[src/core/dmac_pkg.sv]
// Constants, types and state layout shared by the two-channel transfer controller
package dmac_pkg;

  localparam int ADDR_W     = 20;
  localparam int DATA_W     = 16;
  localparam int CNT_W      = 16;
  localparam int FIFO_DEPTH = 8;

  localparam logic [2:0] AREA_INT_NOWAIT = 3'h0;
  localparam logic [2:0] AREA_INT_WAIT   = 3'h1;
  localparam logic [2:0] AREA_PERIPH     = 3'h2;
  localparam logic [2:0] AREA_EXT_NOWAIT = 3'h3;
  localparam logic [2:0] AREA_EXT_WAIT   = 3'h4;
  localparam logic [2:0] AREA_EXT_MUX    = 3'h5;

  localparam logic [1:0] COEF_ONE   = 2'h1;
  localparam logic [1:0] COEF_TWO   = 2'h2;
  localparam logic [1:0] COEF_THREE = 2'h3;
  localparam logic [1:0] ACC_ONE    = 2'h1;
  localparam logic [1:0] ACC_TWO    = 2'h2;
  localparam logic [1:0] TICK_ONE   = 2'h1;

  localparam logic [1:0] SRC_PERIPH   = 2'h0;
  localparam logic [1:0] SRC_SOFT     = 2'h1;
  localparam logic [1:0] SRC_PIN_RISE = 2'h2;
  localparam logic [1:0] SRC_PIN_FALL = 2'h3;

  localparam logic FWD_IS_SRC = 1'b0;
  localparam logic UNIT_BYTE  = 1'b1;

  localparam logic [1:0]        CPU_SLOT_CYCLES = 2'h1;
  localparam logic [ADDR_W-1:0] ADDR_ONE        = 20'h00001;
  localparam logic [ADDR_W-1:0] ADDR_TWO        = 20'h00002;
  localparam logic [CNT_W-1:0]  CNT_ONE         = 16'h0001;
  localparam logic [7:0]        BYTE_ZERO       = 8'h00;

  typedef enum logic [5:0]
  {
    ST_IDLE  = 6'h01,
    ST_READ  = 6'h02,
    ST_HAND  = 6'h04,
    ST_DRAIN = 6'h08,
    ST_WRITE = 6'h10,
    ST_CPU   = 6'h20
  } dmac_state_t;

  typedef struct packed {
    dmac_state_t                 st;
    logic                        ch;
    logic                        part;
    logic [1:0]                  tick;
    logic [ADDR_W-1:0]           src_a;
    logic [ADDR_W-1:0]           dst_a;
    logic [DATA_W-1:0]           data;
    logic [ADDR_W-1:0]           bus_addr;
    logic                        bus_rd;
    logic                        bus_wr;
    logic                        bus_byte;
    logic [DATA_W-1:0]           bus_wdata;
    logic                        busy;
    logic [1:0]                  done;
    logic [1:0]                  en;
    logic [1:0]                  rel_pend;
    logic [1:0]                  req;
    logic [1:0]                  pin_q;
    logic [1:0][ADDR_W-1:0]      fwd;
    logic [1:0][ADDR_W-1:0]      rd_src;
    logic [1:0][ADDR_W-1:0]      rd_dst;
    logic [1:0][CNT_W-1:0]       cnt;
  } dmac_regs_t;

  localparam dmac_regs_t REGS_RST = '{st: ST_IDLE, default: '0};

  // Bus cycle stretch per memory area
  function automatic logic [1:0] dmac_area_coef(input logic [2:0] area);
    case (area)
      AREA_INT_NOWAIT: dmac_area_coef = COEF_ONE;
      AREA_INT_WAIT:   dmac_area_coef = COEF_TWO;
      AREA_PERIPH:     dmac_area_coef = COEF_TWO;
      AREA_EXT_NOWAIT: dmac_area_coef = COEF_ONE;
      AREA_EXT_WAIT:   dmac_area_coef = COEF_TWO;
      AREA_EXT_MUX:    dmac_area_coef = COEF_THREE;
      default:         dmac_area_coef = COEF_THREE;
    endcase
  endfunction : dmac_area_coef

endpackage : dmac_pkg

[src/core/dmac_top.sv]
// Two-channel transfer controller: requests, priority, reload and bus sequencing
`timescale 1ns/1ps
module dmac_top
  import dmac_pkg::*;
(
  input  wire logic                   mclk_in,
  input  wire logic                   rst_n_in,
  input  wire logic                   single_chip_in,
  input  wire logic                   byte_pin_in,
  input  wire logic [1:0]             enable_wr_in,
  input  wire logic [1:0]             enable_wdata_in,
  input  wire logic [1:0]             req_flag_wr_in,
  input  wire logic [1:0]             req_flag_wdata_in,
  input  wire logic [1:0][1:0]        req_src_sel_in,
  input  wire logic [1:0]             periph_irq_in,
  input  wire logic [1:0]             soft_trig_in,
  input  wire logic [1:0]             external_interrupt_input_in,
  input  wire logic [1:0]             transfer_unit_select_in,
  input  wire logic [1:0]             fwd_sel_in,
  input  wire logic [1:0][ADDR_W-1:0] src_ptr_in,
  input  wire logic [1:0][ADDR_W-1:0] dst_ptr_in,
  input  wire logic [1:0][CNT_W-1:0]  reload_in,
  input  wire logic [1:0][2:0]        src_area_in,
  input  wire logic [1:0][2:0]        dst_area_in,
  input  wire logic [DATA_W-1:0]      bus_rdata_in,
  output logic [ADDR_W-1:0]           bus_addr_out,
  output logic                        bus_rd_out,
  output logic                        bus_wr_out,
  output logic                        bus_byte_out,
  output logic [DATA_W-1:0]           bus_wdata_out,
  output logic                        bus_owned_out,
  output logic [1:0]                  enable_out,
  output logic [1:0]                  req_flag_out,
  output logic [1:0]                  xfer_done_out,
  output logic [1:0][CNT_W-1:0]       count_out,
  output logic [1:0][ADDR_W-1:0]      src_ptr_rd_out,
  output logic [1:0][ADDR_W-1:0]      dst_ptr_rd_out
);

  dmac_regs_t        r;
  dmac_regs_t        next_r;
  logic              bus8;
  logic              unit_byte;
  logic [1:0]        src_acc;
  logic [1:0]        src_coef;
  logic              src_byte;
  logic [1:0]        dst_acc;
  logic [1:0]        dst_coef;
  logic              dst_byte;
  logic              fifo_in_valid;
  logic              fifo_in_ready;
  logic              fifo_out_valid;
  logic              fifo_out_ready;
  logic [DATA_W-1:0] fifo_out_data;
  logic [1:0]        req_event;

  ////////////////////////////////////////////////////////////////////////////////
  // Cycle cost of the channel in flight

  assign bus8      = byte_pin_in && !single_chip_in;
  assign unit_byte = transfer_unit_select_in[r.ch];

  dmac_cost u_src_cost
  (
    .unit_byte_in (unit_byte),
    .bus8_in      (bus8),
    .addr_lsb_in  (r.src_a[0]),
    .area_in      (src_area_in[r.ch]),
    .acc_cnt_out  (src_acc),
    .coef_out     (src_coef),
    .byte_acc_out (src_byte)
  );

  dmac_cost u_dst_cost
  (
    .unit_byte_in (unit_byte),
    .bus8_in      (bus8),
    .addr_lsb_in  (r.dst_a[0]),
    .area_in      (dst_area_in[r.ch]),
    .acc_cnt_out  (dst_acc),
    .coef_out     (dst_coef),
    .byte_acc_out (dst_byte)
  );

  ////////////////////////////////////////////////////////////////////////////////
  // Read data staged between source and destination phases

  assign fifo_in_valid  = (r.st == ST_HAND);
  assign fifo_out_ready = (r.st == ST_DRAIN);

  dmac_fifo #(
    .WIDTH (DATA_W),
    .DEPTH (FIFO_DEPTH)
  ) u_fifo
  (
    .mclk_in      (mclk_in),
    .rst_n_in     (rst_n_in),
    .wr_valid_in  (fifo_in_valid),
    .wr_ready_out (fifo_in_ready),
    .wr_data_in   (r.data),
    .rd_valid_out (fifo_out_valid),
    .rd_ready_in  (fifo_out_ready),
    .rd_data_out  (fifo_out_data)
  );

  ////////////////////////////////////////////////////////////////////////////////
  // Request source per channel

  genvar gc;
  generate
    for (gc = 0; gc < 2; gc++)
    begin : g_req
      always_comb
      begin
        case (req_src_sel_in[gc])
          SRC_PERIPH:   req_event[gc] = periph_irq_in[gc];
          SRC_SOFT:     req_event[gc] = soft_trig_in[gc];
          SRC_PIN_RISE: req_event[gc] = external_interrupt_input_in[gc]
                                        && !r.pin_q[gc];
          default:      req_event[gc] = !external_interrupt_input_in[gc]
                                        && r.pin_q[gc];
        endcase
      end
    end
  endgenerate

  ////////////////////////////////////////////////////////////////////////////////
  // Sequencer

  always_comb
  begin
    logic              start;
    logic              gch;
    logic [ADDR_W-1:0] base;
    start        = 1'b0;
    gch          = 1'b0;
    base         = '0;
    next_r       = r;
    next_r.pin_q = external_interrupt_input_in;
    next_r.done  = '0;

    // No interrupt mask or level takes part in the grant
    if (r.st == ST_IDLE)
    begin
      if (r.en[0] && r.req[0])
      begin
        start = 1'b1;
        gch   = 1'b0;
      end
      else if (r.en[1] && r.req[1])
      begin
        start = 1'b1;
        gch   = 1'b1;
      end
    end

    case (r.st)
      ST_IDLE:
      begin
        if (start)
        begin
          if (r.rel_pend[gch])
          begin
            base = (fwd_sel_in[gch] == FWD_IS_SRC) ? src_ptr_in[gch]
                                                    : dst_ptr_in[gch];
            next_r.fwd[gch]      = base;
            next_r.cnt[gch]      = reload_in[gch];
            next_r.rel_pend[gch] = 1'b0;
          end
          else
          begin
            base = r.fwd[gch];
          end
          next_r.src_a = (fwd_sel_in[gch] == FWD_IS_SRC) ? base : src_ptr_in[gch];
          next_r.dst_a = (fwd_sel_in[gch] == FWD_IS_SRC) ? dst_ptr_in[gch] : base;
          next_r.ch    = gch;
          next_r.part  = 1'b0;
          next_r.tick  = '0;
          next_r.st    = ST_READ;
        end
      end
      ST_READ:
      begin
        if (!r.bus_rd)
        begin
          next_r.bus_rd   = 1'b1;
          next_r.bus_addr = r.src_a;
          next_r.bus_byte = src_byte;
          next_r.tick     = '0;
        end
        else if (r.tick == src_coef - TICK_ONE)
        begin
          if (!src_byte)
          begin
            next_r.data = bus_rdata_in;
          end
          else if (r.part)
          begin
            next_r.data[15:8] = bus_rdata_in[7:0];
          end
          else
          begin
            next_r.data = {BYTE_ZERO, bus_rdata_in[7:0]};
          end
          if (!r.part && src_acc == ACC_TWO)
          begin
            next_r.part     = 1'b1;
            next_r.tick     = '0;
            next_r.bus_addr = r.src_a + ADDR_ONE;
          end
          else
          begin
            next_r.bus_rd = 1'b0;
            next_r.part   = 1'b0;
            next_r.st     = ST_HAND;
          end
        end
        else
        begin
          next_r.tick = r.tick + TICK_ONE;
        end
      end
      ST_HAND:
      begin
        if (fifo_in_ready)
        begin
          next_r.st = ST_DRAIN;
        end
      end
      ST_DRAIN:
      begin
        if (fifo_out_valid)
        begin
          next_r.data = fifo_out_data;
          next_r.st   = ST_WRITE;
        end
      end
      ST_WRITE:
      begin
        if (!r.bus_wr)
        begin
          next_r.bus_wr    = 1'b1;
          next_r.bus_addr  = r.dst_a;
          next_r.bus_byte  = dst_byte;
          next_r.bus_wdata = dst_byte ? {BYTE_ZERO, r.data[7:0]} : r.data;
          next_r.tick      = '0;
        end
        else if (r.tick == dst_coef - TICK_ONE)
        begin
          if (!r.part && dst_acc == ACC_TWO)
          begin
            next_r.part      = 1'b1;
            next_r.tick      = '0;
            next_r.bus_addr  = r.dst_a + ADDR_ONE;
            next_r.bus_wdata = {BYTE_ZERO, r.data[15:8]};
          end
          else
          begin
            next_r.bus_wr     = 1'b0;
            next_r.part       = 1'b0;
            next_r.tick       = '0;
            next_r.done[r.ch] = 1'b1;
            next_r.fwd[r.ch]  = r.fwd[r.ch]
                                + ((unit_byte == UNIT_BYTE) ? ADDR_ONE : ADDR_TWO);
            next_r.cnt[r.ch]  = r.cnt[r.ch] - CNT_ONE;
            if (r.cnt[r.ch] == CNT_ONE)
            begin
              next_r.en[r.ch] = 1'b0;
            end
            next_r.st = ST_CPU;
          end
        end
        else
        begin
          next_r.tick = r.tick + TICK_ONE;
        end
      end
      ST_CPU:
      begin
        // Bus handed back for one CPU access between units
        if (r.tick == CPU_SLOT_CYCLES - TICK_ONE)
        begin
          next_r.tick = '0;
          next_r.st   = ST_IDLE;
        end
        else
        begin
          next_r.tick = r.tick + TICK_ONE;
        end
      end
      default:
      begin
        next_r = REGS_RST;
      end
    endcase

    for (int c = 0; c < 2; c++)
    begin
      if ((start && gch == c[0])
          || (req_flag_wr_in[c] && !req_flag_wdata_in[c]))
      begin
        next_r.req[c] = 1'b0;
      end
      // Set beats either clear
      if (req_event[c])
      begin
        next_r.req[c] = 1'b1;
      end
      if (enable_wr_in[c])
      begin
        next_r.en[c] = enable_wdata_in[c];
        if (enable_wdata_in[c])
        begin
          next_r.rel_pend[c] = 1'b1;
        end
      end
      next_r.rd_src[c] = (next_r.en[c] && fwd_sel_in[c] == FWD_IS_SRC)
                         ? next_r.fwd[c] : src_ptr_in[c];
      next_r.rd_dst[c] = (next_r.en[c] && fwd_sel_in[c] != FWD_IS_SRC)
                         ? next_r.fwd[c] : dst_ptr_in[c];
    end

    next_r.busy = (next_r.st != ST_IDLE) && (next_r.st != ST_CPU);
  end

  always_ff @(posedge mclk_in or negedge rst_n_in)
  begin
    if (!rst_n_in)
    begin
      r <= REGS_RST;
    end
    else
    begin
      r <= next_r;
    end
  end

  ////////////////////////////////////////////////////////////////////////////////
  // Outputs

  assign bus_addr_out   = r.bus_addr;
  assign bus_rd_out     = r.bus_rd;
  assign bus_wr_out     = r.bus_wr;
  assign bus_byte_out   = r.bus_byte;
  assign bus_wdata_out  = r.bus_wdata;
  assign bus_owned_out  = r.busy;
  assign enable_out     = r.en;
  assign req_flag_out   = r.req;
  assign xfer_done_out  = r.done;
  assign count_out      = r.cnt;
  assign src_ptr_rd_out = r.rd_src;
  assign dst_ptr_rd_out = r.rd_dst;

endmodule : dmac_top

[src/core/dmac_fifo.sv]
// Parameterised data FIFO with valid and ready on both sides
`timescale 1ns/1ps
module dmac_fifo
  import dmac_pkg::*;
#(
  parameter int WIDTH = DATA_W,
  parameter int DEPTH = FIFO_DEPTH
)
(
  input  wire logic             mclk_in,
  input  wire logic             rst_n_in,
  input  wire logic             wr_valid_in,
  output logic                  wr_ready_out,
  input  wire logic [WIDTH-1:0] wr_data_in,
  output logic                  rd_valid_out,
  input  wire logic             rd_ready_in,
  output logic [WIDTH-1:0]      rd_data_out
);

  localparam int PW = (DEPTH > 1) ? $clog2(DEPTH) : 1;
  localparam int CW = $clog2(DEPTH + 1);

  typedef struct packed {
    logic [PW-1:0] wp;
    logic [PW-1:0] rp;
    logic [CW-1:0] cnt;
  } dmac_fifo_regs_t;

  dmac_fifo_regs_t       r;
  dmac_fifo_regs_t       next_r;
  logic [WIDTH-1:0]      mem [DEPTH];
  logic                  push;
  logic                  pop;

  assign wr_ready_out = (r.cnt != CW'(DEPTH));
  assign rd_valid_out = (r.cnt != '0);
  assign rd_data_out  = mem[r.rp];
  assign push         = wr_valid_in && wr_ready_out;
  assign pop          = rd_ready_in && rd_valid_out;

  always_comb
  begin
    next_r = r;
    if (push)
    begin
      next_r.wp = (r.wp == PW'(DEPTH - 1)) ? '0 : r.wp + PW'(1);
    end
    if (pop)
    begin
      next_r.rp = (r.rp == PW'(DEPTH - 1)) ? '0 : r.rp + PW'(1);
    end
    if (push && !pop)
    begin
      next_r.cnt = r.cnt + CW'(1);
    end
    else if (pop && !push)
    begin
      next_r.cnt = r.cnt - CW'(1);
    end
  end

  always_ff @(posedge mclk_in or negedge rst_n_in)
  begin
    if (!rst_n_in)
    begin
      r <= '0;
    end
    else
    begin
      r <= next_r;
    end
  end

  // Storage without reset
  always_ff @(posedge mclk_in)
  begin
    if (push)
    begin
      mem[r.wp] <= wr_data_in;
    end
  end

endmodule : dmac_fifo

[src/core/dmac_cost.sv]
// Access count and cycle stretch for one side of a transfer unit
`timescale 1ns/1ps
module dmac_cost
  import dmac_pkg::*;
(
  input  wire logic       unit_byte_in,
  input  wire logic       bus8_in,
  input  wire logic       addr_lsb_in,
  input  wire logic [2:0] area_in,
  output logic [1:0]      acc_cnt_out,
  output logic [1:0]      coef_out,
  output logic            byte_acc_out
);

  always_comb
  begin
    if (unit_byte_in == UNIT_BYTE)
    begin
      acc_cnt_out = ACC_ONE;
    end
    else if (bus8_in || addr_lsb_in)
    begin
      acc_cnt_out = ACC_TWO;
    end
    else
    begin
      acc_cnt_out = ACC_ONE;
    end
    byte_acc_out = (unit_byte_in == UNIT_BYTE) || (acc_cnt_out == ACC_TWO);
    coef_out     = dmac_area_coef(area_in);
  end

endmodule : dmac_cost

[config.mk]
export PLATFORM = sky130hd
export DESIGN_NAME = dmac_top
export DESIGN_NICKNAME = d
export VERILOG_FILES = /design/src/core/dmac_pkg.sv /design/src/core/dmac_top.sv /design/src/core/dmac_fifo.sv /design/src/core/dmac_cost.sv
export SDC_FILE = /design/constraint.sdc
export NUM_CORES = 1
export LEC_CHECK = 0
export BUFFER_PORTS_ARGS = -buffer_cell sky130_fd_sc_hd__buf_4
export CELL_PAD_IN_SITES_DETAIL_PLACEMENT = 1
export CELL_PAD_IN_SITES_GLOBAL_PLACEMENT = 1
export CORE_ASPECT_RATIO = 2
export CORE_UTILIZATION = 41
export CTS_BUF_LIST = sky130_fd_sc_hd__clkbuf_16
export DETAILED_ROUTE_END_ITERATION = 10
export GPL_ROUTABILITY_DRIVEN = 0
export PLACE_DENSITY = 0.84
export SETUP_SLACK_MARGIN = 0.02
export SLEW_MARGIN = 30
export SYNTH_ARGS = -nofsm -noshare
export SYNTH_HDL_FRONTEND = slang
export SYNTH_HIERARCHICAL = 1
export SYNTH_SLANG_ARGS = --single-unit
export TNS_END_PERCENT = 1
[constraint.sdc]
create_clock -name mclk_in -period 4.6 [get_ports mclk_in]
set_clock_uncertainty 0.2 [all_clocks]
set_input_delay 0.92 -clock mclk_in [delete_from_list [all_inputs] [get_ports mclk_in]]
set_output_delay 0.92 -clock mclk_in [all_outputs]
set_load 0.05 [all_outputs]
==> summary.md <==
| Metric | Value |
|---|---|
| Worst Tran Pin Value | 0.987 ns |
| Max-slew violations | 0 |
| Met2 Use GR | 0.580 |
| GRT met1 Usage | 0.331 |
| CTS Buf Count | 39 |
| Ys Warns | 6 |
| Mean post-synth cell area | 10.4 µm² |
| Worst-case reg-to-reg path depth | 10 |
| Drt first pass iters | 6 |
| Drt wl/cell | 29.7 µm |
| Ys flop type | dfrtp_1 |
| Min Tclk post-route | 4.33 ns |
| TritonCTS clock tree | built |
| CP required | 4.86 ns |
| F_max | 0.231 GHz |
| Initial antenna violation count | 6 |
| Die area | 56,400 µm² |
| Slew HR | 0.339 |
| Fin. Hold Viols | 0 |
| Post-synth top area share | 0.305 |
| First-pass GRT wire length | 135,000 µm |
| Largest delay share family, worst path | compound AO/OA/AOI/OAI gates |
| Share of layout cells above drive strength 1 | 0.254 |
| Routing usage on met3 | 0.0693 |
| Routed via count | 19,300 |
| Critical Path AT | 4.59 ns |
| Crit-path slowest cell | o21ai_0 |
| CP bufs+invs | 1 |
| Synthesized flop and latch total | 406 |
| Grt ovf | 0 |
| Core Region | 54,700 µm² |
| Cell Rows | 121 |
| # fillers | 5,997 |
| Pleak | 11.3 nW |
| Vias in the first global route | 20,600 |
| Initial core utilization | 0.416 |
| Leading area contributor after synthesis | dfrtp_1 |
| WL final | 92,100 µm |
| H-tree level count | 2 |
| Peak VDD IR | 288 µV |
| Main combinational cell family by area after synthesis | compound AO/OA/AOI/OAI gates |
| RSZ-0062 raised after global routing | false |
| Final antenna-violating net count | 0 |
| Crit-path cells | mux2_2 > xor2_1 > o21ai_0 > nand3b_1 > mux2i_1 > buf_4 > nand3_1 > a21o_1 > a221o_1 > mux2_2 |
| Clock Tree Buf Depth | 3 |
| Final setup fails | 0 |
| GRT Max-Usage Layer | met2 |
| CP max stage delay | 0.71 ns |
| Worst Path Max Fanout | 14 |
| DIE WIDTH | 168 µm |
| Xor and xnor fraction of the mapped netlist area | 0.0308 |
| Status | finished clean |
| Total power | 14.6 mW |
| Crit Path Category | register to register |
| Top cells by area, synth | dfrtp_1 (30%), edfxtp_1 (17%), buf_4 (5.2%), nand2_1 (4.1%), mux2_2 (3.5%) |
| Post-Syn Area | 22,700 µm² |
| Cell repeated most along the worst path | mux2_2 |
| Fin Setup TNS | 0 ns |
| Setup crit end kind | register |
| Synth Area in Compound Gates | 0.146 |
| Adder-Cell Fraction of Synth Area | 0.0100 |
| Final period utilization | 0.941 |
| Vias/cell | 6.22 |
| Asr flop ratio synth | 0.685 |
| EDFF count, synth | 128 |
| Clk slew on worst S/H paths | 0.07 ns |
| HP Class | input pin to async pin |
| Pwr/cell area | 552 nW/µm² |
| Global-route usage over all layers | 0.328 |
| HPWL Detailed | 66,700 µm |
| Synth unique cells | 82 |
| Largest net degree at the start of global routing | 100 |
| IO Count | 324 |
| Sequential area share after synthesis | 0.475 |
| Multiplexer area fraction after synthesis | 0.114 |
| Post-CTS setup buffers | 0 |
| Post-Synthesis Cells | 2,186 |
| Layout Utilization | 0.483 |
| Latest clock arrival within the worst-skew pair | 0.58 ns |
| CP Depth | 10 |
| Max cap viols | 0 |
| Iter 0 DRT Violations | 1,570 |
| Clock Sinks | 406 |
| Hold Buf Count CTS | 0 |
| Design area | 26,400 µm² |
| I/O Buffers | 323 |
| Placed instance area | 25,000 µm² |
| Register Area | 10,800 µm² |
| CTS root buf | clkbuf_16 |
| Drt drc | 0 |
| PostCTS Resize Cnt | 0 |
| Area of the multi-input gates | 10,100 µm² |
| Final net count | 2,517 |
| P&R area growth vs syn | 16.3% |
| CP Launch Type | register |
| Post-Synth Simple-Gate Area | 0.138 |
| Die Y | 335 µm |
| Syn_nets | 2,369 |
[area by class of cell]
class,count,share of cell area
flip-flops and latches,406,0.409
multi-input cells,1440,0.382
repair buffers,389,0.114
clock buffers,41,0.0388
well taps,738,0.0349
clock inverters,31,0.0123
inverters,58,0.00824
diodes,3,0.000284
[power breakdown]
| group | switching [mW] | leakage [nW] | total, mW | internal, mW |
|---|---|---|---|---|
| sequential | 0.921 | 4.87 | 5.29 | 4.37 |
| clock | 1.53 | 0.666 | 3.51 | 1.97 |
| combinational | 3.96 | 5.76 | 5.80 | 1.84 |
[sequential cells by signal, indices dropped and copies added, names as in the netlist]
signal          count
u_fifo/mem        128
r                 110
dst_ptr_rd_out     40
src_ptr_rd_out     40
count_out          32
bus_addr_out       20
bus_wdata_out      16
u_fifo/r           10
enable_out          2
req_flag_out        2
xfer_done_out       2
bus_byte_out        1
bus_owned_out       1
bus_rd_out          1
bus_wr_out          1
[routing by layer]
layer | wire (µm) | vias to the layer above
met3 | 6120 | 379
met2 | 47100 | 1002
met1 | 30400 | 9820
met4 | 8480 | 6
met5 | 32 | -
li1 | - | 8115
[cells in the mapped netlist (all sizes together), types with 16 or more instances]
master and number:
a211oi 17, a22oi 56, nand3 84, clkbuf 91, mux4 32, o22ai 18, buf 191, nand4 29
xor2 30, nor2 163, dfrtp 277, mux2 91, a21oi 122, edfxtp 128, inv 57, or3 16
nor3 40, o21ai 99, xnor2 50, mux2i 69, nand2 252, a32o 41
[path summary, 6_finish.rpt]
check | from | to | slack (ns)
max | r[261] | dst_ptr_rd_out[0] | 0.27
min | rst_n_in | dst_ptr_rd_out[5] | 0.14
max reg2reg | r[261] | dst_ptr_rd_out[0] | 0.27
min reg2reg | bus_wr_out | bus_wr_out | 0.28
max in group asynchronous | rst_n_in | bus_wdata_out[15] | 3.03
min in group mclk_in | bus_wr_out | bus_wr_out | 0.28
[worst reg2reg max path: cells and delay by family, from the launching register on]
| kind | cells | cell delay, ns |
|---|---|---|
| compound gates | 3 | 1.66 |
| mux | 3 | 1.04 |
| flops | 1 | 0.62 |
| simple gates | 2 | 0.28 |
| buf+inv | 1 | 0.24 |
| xor+xnor | 1 | 0.16 |
[layout by cell type, fill, tap and decap left out, types with 16 or more instances in the layout]
cell	instances
buf_4	379
dfrtp_1	275
nand2_1	250
nor2_1	157
edfxtp_1	128
a21oi_1	121
o21ai_0	96
nand3_1	84
mux2_2	71
mux2i_1	68
inv_1	57
a22oi_1	56
xnor2_1	50
a32o_1	41
clkbuf_16	41
nor3_1	34
xor2_1	30
nand4_1	29
mux4_1	23
mux2_4	20
o22ai_1	18
or3_1	16
[metrics by stage]
stage / setup WS (ns) / std cells / hold WS, ns
floorplan: 0.0538 / 2186 / 0.250
detailed placement: 0.157 / 3027 / 0.269
finish: 0.269 / 3106 / 0.140
CTS: 0.453 / 3099 / 0.221
global route: 0.284 / 3103 / 0.228
global placement: 0.327 / 3027 / 0.262
[kinds of logic (layout without fill, tap and decap cells)]
family | count (synthesis) | in the layout
compound gates | 477 | 477
simple gates | 674 | 674
flops | 406 | 406
xor+xnor | 80 | 80
other cells | 0 | 3
mux | 192 | 192
buf+inv | 340 | 519
fa+ha+maj | 17 | 17
(Power assumes the default switching activity.)
